==> src/lp_next_page_pkg.sv <==
// Purpose: Constants for the link partner next page register block
// Assumes: 32-bit Avalon-MM data, byte addresses, 25 MHz clock
// Notes:   The register occupies one aligned word; data in bits 15:0
package lp_next_page_pkg;
    localparam int unsigned ADDR_W         = 8;
    localparam int unsigned DATA_W         = 32;
    localparam int unsigned PAGE_W         = 16;
    localparam int unsigned CODE_W         = 11;
    localparam logic [7:0]  LP_NEXT_PAGE_OFFSET = 8'h08;
    localparam int unsigned NEXT_PAGE_BIT  = 15;
    localparam int unsigned ACK_BIT        = 14;
    localparam int unsigned MSG_PAGE_BIT   = 13;
    localparam int unsigned ACK2_BIT       = 12;
    localparam int unsigned TOGGLE_BIT     = 11;
    localparam int unsigned CODE_MSB       = 10;
    localparam logic [10:0] NULL_PAGE_CODE = 11'h001;
    localparam logic [15:0] PAGE_RESET     = 16'h0001;
    localparam logic        PREV_TOGGLE_RESET = 1'b1;
    localparam logic [31:0] UNMAPPED_DATA  = 32'h0000_0000;
endpackage

==> src/lp_next_page_reg.sv <==
// Purpose: Read-only link partner next page register on Avalon-MM
// Assumes: Page strobe and word come from arbitration on clk_i
// Notes:   Every access is answered after one wait cycle
// Operation
// (RULE_01) A read-only 16-bit register at 0x0008 holds the latest partner next page.
// (RULE_02) Bit 15 shows whether the partner wants to send more next pages.
// (RULE_03) Bit 14 shows whether the partner acknowledged our link code word.
// (RULE_04) Bit 13 is 1 for a message page and 0 for an unformatted page.
// (RULE_05) Bit 12 shows whether the partner can comply with the message.
// (RULE_06) Bit 11 is the inverse of the toggle bit of the previous word.
// (RULE_07) Bits 10:0 hold the code field, message code or unformatted data.
// (RULE_08) After reset the flags read 0 and the code reads 1, a Null Page.
// (RULE_09) Software writes change nothing; only a new received page does.
//
// Decided for this implementation: the Avalon-MM slave port.
`timescale 1ns/1ns
module lp_next_page_reg
    import lp_next_page_pkg::*;
(
    input  wire logic              clk_i,
    input  wire logic              rst_i,
    input  wire logic [ADDR_W-1:0] avs_address_i,
    input  wire logic              avs_read_i,
    input  wire logic              avs_write_i,
    input  wire logic [DATA_W-1:0] avs_writedata_i,
    input  wire logic [3:0]        avs_byteenable_i,
    output logic      [DATA_W-1:0] avs_readdata_o,
    output logic                   avs_waitrequest_o,
    input  wire logic              page_valid_i,
    input  wire logic [PAGE_W-1:0] page_word_i,
    output logic                   remote_next_page_o,
    output logic                   remote_ack_o,
    output logic                   remote_msg_page_o,
    output logic                   remote_ack2_o,
    output logic                   remote_toggle_o,
    output logic      [CODE_W-1:0] remote_code_o
);
    typedef struct packed {
        logic              ack;
        logic [DATA_W-1:0] rdata;
    } bus_t;

    bus_t              bus_q;
    bus_t              bus_d;
    logic [PAGE_W-1:0] page;
    logic              req;

    function automatic logic hit(input logic [ADDR_W-1:0] a);
        hit = (a == LP_NEXT_PAGE_OFFSET);
    endfunction

    lp_page_store u_store (
        .clk_i        (clk_i),
        .rst_i        (rst_i),
        .page_valid_i (page_valid_i),
        .page_word_i  (page_word_i),
        .page_o       (page)
    );

    assign req = avs_read_i | avs_write_i;

    always_comb
    begin
        bus_d       = bus_q;
        bus_d.ack   = req & ~bus_q.ack;
        if (req & ~bus_q.ack & avs_read_i)
        begin
            // Writes fall through: the register has no write path
            if (hit(avs_address_i)) // [RULE_01]
            begin
                bus_d.rdata = {16'h0000, page};
            end
            else
            begin
                bus_d.rdata = UNMAPPED_DATA;
            end
        end
    end

    always_ff @(posedge clk_i)
    begin
        if (rst_i)
        begin
            bus_q.ack   <= 1'b0;
            bus_q.rdata <= UNMAPPED_DATA;
        end
        else
        begin
            bus_q <= bus_d;
        end
    end

    assign avs_waitrequest_o  = req & ~bus_q.ack;
    assign avs_readdata_o     = bus_q.rdata;
    assign remote_next_page_o = page[NEXT_PAGE_BIT]; // [RULE_02]
    assign remote_ack_o       = page[ACK_BIT];       // [RULE_03]
    assign remote_msg_page_o  = page[MSG_PAGE_BIT];  // [RULE_04]
    assign remote_ack2_o      = page[ACK2_BIT];      // [RULE_05]
    assign remote_toggle_o    = page[TOGGLE_BIT];    // [RULE_06]
    assign remote_code_o      = page[CODE_MSB:0];    // [RULE_07]

    // Helper: page as it stood one cycle ago
    logic [PAGE_W-1:0] page_past_q;
    logic              prev_tog_q;
    always_ff @(posedge clk_i)
    begin
        page_past_q <= page;
        if (rst_i)
        begin
            prev_tog_q <= PREV_TOGGLE_RESET;
        end
        else if (page_valid_i)
        begin
            prev_tog_q <= page_word_i[TOGGLE_BIT];
        end
    end

    a_read_data_map: assert property ( // [RULE_01]
        @(posedge clk_i) disable iff (rst_i)
        (avs_read_i && avs_waitrequest_o && hit(avs_address_i)
            && !page_valid_i)
        |=> (!avs_waitrequest_o && avs_readdata_o == {16'h0000, page}))
        else $error("register read returned wrong data");

    a_unmapped_zero: assert property ( // [RULE_01]
        @(posedge clk_i) disable iff (rst_i)
        (avs_read_i && avs_waitrequest_o && !hit(avs_address_i))
        |=> (avs_readdata_o == UNMAPPED_DATA))
        else $error("unmapped read not zero");

    a_wait_one_cycle: assert property ( // [RULE_01]
        @(posedge clk_i) disable iff (rst_i)
        $rose(req) |-> avs_waitrequest_o ##1 !avs_waitrequest_o)
        else $error("waitrequest not released after one cycle");

    a_flags_capture: assert property ( // [RULE_02]
        @(posedge clk_i) disable iff (rst_i)
        page_valid_i |=> (page[15:12] == $past(page_word_i[15:12])))
        else $error("flag bits not captured from page");

    a_code_capture: assert property ( // [RULE_07]
        @(posedge clk_i) disable iff (rst_i)
        page_valid_i |=> (remote_code_o == $past(page_word_i[10:0])))
        else $error("code field not captured");

    a_toggle_inverse: assert property ( // [RULE_06]
        @(posedge clk_i) disable iff (rst_i)
        page_valid_i |=> (remote_toggle_o == !$past(prev_tog_q)))
        else $error("toggle not inverse of previous word");

    a_reset_null: assert property ( // [RULE_08]
        @(posedge clk_i)
        $past(rst_i) |-> (page == PAGE_RESET
            && avs_waitrequest_o == req))
        else $error("reset value not a Null Page");

    a_write_no_effect: assert property ( // [RULE_09]
        @(posedge clk_i) disable iff (rst_i)
        (avs_write_i && !page_valid_i) |=> (page == page_past_q))
        else $error("software write altered the register");

    a_hold_no_page: assert property ( // [RULE_09]
        @(posedge clk_i) disable iff (rst_i)
        !page_valid_i [*2] |-> (page == page_past_q))
        else $error("register changed without a new page");

    a_next_page_cap: assert property ( // [RULE_02]
        @(posedge clk_i) disable iff (rst_i)
        page_valid_i
        |=> (remote_next_page_o == $past(page_word_i[NEXT_PAGE_BIT])))
        else $error("next page flag not captured");

    a_ack_cap: assert property ( // [RULE_03]
        @(posedge clk_i) disable iff (rst_i)
        page_valid_i
        |=> (remote_ack_o == $past(page_word_i[ACK_BIT])))
        else $error("acknowledge flag not captured");

    a_msg_page_cap: assert property ( // [RULE_04]
        @(posedge clk_i) disable iff (rst_i)
        page_valid_i
        |=> (remote_msg_page_o == $past(page_word_i[MSG_PAGE_BIT])))
        else $error("message page flag not captured");

    a_ack2_cap: assert property ( // [RULE_05]
        @(posedge clk_i) disable iff (rst_i)
        page_valid_i
        |=> (remote_ack2_o == $past(page_word_i[ACK2_BIT])))
        else $error("second acknowledge flag not captured");

    a_upper_zero: assert property ( // [RULE_01]
        @(posedge clk_i) disable iff (rst_i)
        (avs_read_i && !avs_waitrequest_o)
        |-> (avs_readdata_o[DATA_W-1:PAGE_W] == 16'h0000))
        else $error("upper read data bits not zero");

    a_idle_no_wait: assert property ( // [RULE_01]
        @(posedge clk_i) disable iff (rst_i)
        !req
        |-> !avs_waitrequest_o)
        else $error("waitrequest high with no request");

    // A page arriving with the read is seen by the next read only
    a_read_old_value: assert property ( // [RULE_01]
        @(posedge clk_i) disable iff (rst_i)
        (avs_read_i && avs_waitrequest_o && hit(avs_address_i)
            && page_valid_i)
        |=> (avs_readdata_o == {16'h0000, $past(page)}))
        else $error("read beside new page returned wrong data");

    a_write_keeps_data: assert property ( // [RULE_09]
        @(posedge clk_i) disable iff (rst_i)
        (avs_write_i && avs_waitrequest_o)
        |=> (avs_readdata_o == $past(avs_readdata_o)))
        else $error("write changed the read data");

    c_read_hit: cover property (
        @(posedge clk_i) disable iff (rst_i)
        avs_read_i && !avs_waitrequest_o && hit(avs_address_i));

    c_write_hit: cover property (
        @(posedge clk_i) disable iff (rst_i)
        avs_write_i && !avs_waitrequest_o && hit(avs_address_i));

    c_message_page: cover property (
        @(posedge clk_i) disable iff (rst_i)
        page_valid_i ##1 remote_msg_page_o && remote_next_page_o);

    c_two_pages: cover property (
        @(posedge clk_i) disable iff (rst_i)
        page_valid_i ##[1:8] page_valid_i);

    c_unmapped_read: cover property (
        @(posedge clk_i) disable iff (rst_i)
        avs_read_i && !avs_waitrequest_o && !hit(avs_address_i));
endmodule

==> src/lp_page_store.sv <==
// Purpose: Holds the last next page received from the link partner
// Assumes: Page strobe comes from logic on the same clock
// Notes:   Toggle stored as the inverse of the previous word's toggle
`timescale 1ns/1ns
module lp_page_store
    import lp_next_page_pkg::*;
(
    input  wire logic              clk_i,
    input  wire logic              rst_i,
    input  wire logic              page_valid_i,
    input  wire logic [PAGE_W-1:0] page_word_i,
    output logic      [PAGE_W-1:0] page_o
);
    typedef struct packed {
        logic [PAGE_W-1:0] page;
        logic              prev_toggle;
    } store_t;

    store_t state_q;
    store_t state_d;

    always_comb
    begin
        state_d = state_q;
        if (page_valid_i)
        begin
            state_d.page = page_word_i;
            // Opposite of toggle in the previously exchanged word
            state_d.page[TOGGLE_BIT] = ~state_q.prev_toggle; // [RULE_06]
            state_d.prev_toggle      = page_word_i[TOGGLE_BIT];
        end
    end

    always_ff @(posedge clk_i)
    begin
        if (rst_i)
        begin
            state_q.page        <= PAGE_RESET; // [RULE_08]
            state_q.prev_toggle <= PREV_TOGGLE_RESET;
        end
        else
        begin
            state_q <= state_d;
        end
    end

    assign page_o = state_q.page;
endmodule

==> config.mk <==
export PLATFORM = sky130hd
export DESIGN_NAME = lp_next_page_reg
export DESIGN_NICKNAME = d
export VERILOG_FILES = /design/src/lp_next_page_pkg.sv /design/src/lp_next_page_reg.sv /design/src/lp_page_store.sv
export SDC_FILE = /design/constraint.sdc
export NUM_CORES = 1
export LEC_CHECK = 0
export BUFFER_PORTS_ARGS = -buffer_cell sky130_fd_sc_hd__buf_2
export CORE_MARGIN = 5
export CORE_UTILIZATION = 43
export CTS_CLUSTER_SIZE = 12
export DETAILED_ROUTE_END_ITERATION = 6
export PLACE_DENSITY_LB_ADDON = 0.1
export SYNTH_ARGS = -nofsm -noshare
export SYNTH_HDL_FRONTEND = slang
export SYNTH_HIERARCHICAL = 1
export SYNTH_SLANG_ARGS = --single-unit
export TNS_END_PERCENT = 50
==> constraint.sdc <==
create_clock -name clk_i -period 2.7 [get_ports clk_i]
set_input_delay 0.405 -clock clk_i [delete_from_list [all_inputs] [get_ports clk_i]]
set_output_delay 0.405 -clock clk_i [all_outputs]
set_load 0.01 [all_outputs]
==> impl_metrics.yaml <==
global_route:
  grt_pass1_vias: 1022
  grt_pass1_wl_um: 4567
  grt_antenna_before_repair: 0
  grt_usage_pct: 11.70
  grt_max_degree: 21
  grt.overflow.total: 0
timing:
  hold_slack_ns: 0.2835
  min_period_ns: 1.489
  setup_violations: 0
  slew_violations: 0
  setup_ws_ns: 1.211
  hold_viol: 0
  timing.slew.headroom_pct: 46.66
  fin_skew_ns: 0.005150
  finalCritPeriodShare_pct: 55.16
  max_freq_mhz: 671.4
  rsz0062_at_grt: "no"
  tightest_slew_ns: 0.8001
  setup_tns_ns: 0
clock_network:
  cts_buffer_depth: 2
  clock_sinks: 34
  cts_buffers: 5
  insertion_delay_ns: 0.33
  cts_max_level: 2
  cts_tree: "yes"
  clock-root-buffer: "clkbuf_4"
  hold_buffers: 0
  cts_resized: 0
  postCtsSetupBuffers: 0
  path_clk_slew_ns: 0.10
worst_setup_path:
  cp-start-kind: "flip-flop"
  r2r_end: "avs_readdata_o[6]"
  path_class: "flip-flop to flip-flop"
  path_buf_inv: 0
  rrSetupSlack_ns: 1.21
  crit_fanout: 16
  slowest_stage: "and3_1"
  path_delay_family: "simple AND/OR/NAND/NOR gates"
  cp_data_required_time_ns: 2.97
  worstPathCellList: "nor4bb_1 > and3_1 > a22o_1"
  cp.arrival_ns: 1.76
  r2r_start: "bus_q[32]"
  ff2ff_path_depth: 3
  cp_slowest_stage_delay_ns: 0.63
  worst_setup_path_end_kind: "flip-flop"
status:
  status: "finished, final reports clean"
logic_synthesis:
  syn_inst: 150
  ys_types: 20
  seq_area_frac_synth_pct: 43.66
  syn_area_per_cell_um2: 10.39
  syn-cell-area_um2: 1559
  synth_area_leader_cell: "dfxtp_1"
  synth_top_area_share_pct: 43.66
  synth_area_leaders: "dfxtp_1, buf_4, a22o_1, mux2i_1, nor2_1"
  yosys_warnings: 6
  ys_ff_latch: 34
drt:
  drtIter0Drc: 22
  drcViolationCount: 0
  postRouteAntennaNets: 0
  avgRoutedWirePerCell_um: 12.67
  wl_um: 2850
  drt_pass1_iterations: 4
  vias_per_cell: 4.476
  vias: 1007
placement:
  io_buffers: 61
  dpl-instance-area_um2: 1540
  place.gp.congestion: 0.7382
  dp_worst_setup_slack_ns: 0.9758
  place_hpwl_um: 2127
final_layout:
  n_fill_cell: 358
  final_common_cell: "buf_2"
  multiInputGateArea_um2: 493.0
  antenna_cells: 0
  drive_gt1_share_pct: 39.11
  area_growth_pct: 2.648
  register_area_um2: 680.7
  final_cell_area_um2: 1600
  most-common-layout-cells: "buf_2, dfxtp_1, nor2_1, a22o_1, conb_1"
  nNetsFinal: 243
worst_hold_path:
  whs_endpoint: "u_store/state_q[0]"
  whs_path_depth: 2
  min_from: "page_word_i[11]"
  hp-class: "primary input to flip-flop"
floorplan:
  io_pins: 114
  design.core.area_um2: 3416
  row_count: 21
  die_w_um: 70.21
  die-height_um: 70.21
  start_util_pct: 45.64
  dieArea_um2: 4929
power:
  ir_drop_mv: 0.3384
  p_leak_nw: 0.8434
  finalPower_uw: 913.1
  p_per_area_nw_per_um2: 570.6
job:
  drv_cap: 0
final cells by class:
cell class,count,share of cell area (%)
repair buffers,61,19.08
well taps,46,3.597
clock buffers,7,3.440
multi-input cells,75,30.81
inverters,1,0.2346
flip-flops and latches,34,42.53
clock inverters,1,0.3127
through the flow:
step | util (%) | cells
3_5_place_dp | 45.09 | 217
3_3_place_gp | 45.09 | 217
5_1_grt | 46.85 | 225
6_report | 46.85 | 225
4_1_cts | 46.85 | 225
2_1_floorplan | - | 165
registers in the layout (all words and copies together) (netlist names):
name             flops
bus_q                1
avs_readdata_o      16
u_store/state_q      1
u_store/page_o      16
how the worst max path moves through the flow:
stage / from / endpoint / depth (start not counted) / slack (ns)
6_report: bus_q[32] / avs_readdata_o[6] / 3 / 1.21
4_1_cts: bus_q[32] / avs_readdata_o[6] / 3 / 1.21
3_3_place_gp: rst_i / avs_readdata_o[2] / 4 / 1.00
3_5_place_dp: rst_i / avs_readdata_o[5] / 4 / 0.98
2_1_floorplan: avs_address_i[3] / avs_readdata_o[0] / 5 / 1.49
5_1_grt: bus_q[32] / avs_readdata_o[7] / 3 / 1.06
Yosys cell counts, drive strengths merged:
library cell and n:
nor2b 1, nor4 1, nor3 2, a22o 16
a21oi 2, nand2b 2, nor4bb 1, a211o 2
buf 55, dfxtp 34, and2b 1, nor2 16
conb 1, mux2i 14, and3 1, inv 1
cells by family after synthesis:
group / Yosys count / share of synthesized area (%)
buffers and inverters: 56 / 28.33
other: 1 / 0.2405
AND/OR/NAND/NOR: 25 / 7.786
AO/OA/AOI/OAI: 20 / 10.99
multiplexers: 14 / 8.988
flip-flops: 34 / 43.66
where the power goes:
| part | total, mW | switching [mW] | internal [mW] | leakage (nW) |
|---|---|---|---|---|
| combinational | 0.0986 | 0.0556 | 0.0430 | 0.530 |
| sequential | 0.529 | 0.0113 | 0.518 | 0.278 |
| clock | 0.286 | 0.159 | 0.126 | 0.0353 |
routing by layer:
layer / up-vias / GRT usage (%) / routed length, um / share of wire, %
met4: 0 / 6.383 / 61 / 2.1
li1: 495 / - / - / -
met1: 461 / 12.73 / 1158 / 41
met5: - / 0 / 0 / 0
met3: 8 / 4.878 / 258 / 9.1
met2: 43 / 19.20 / 1370 / 48
No activity file was read; power rests on OpenSTA's default activity.
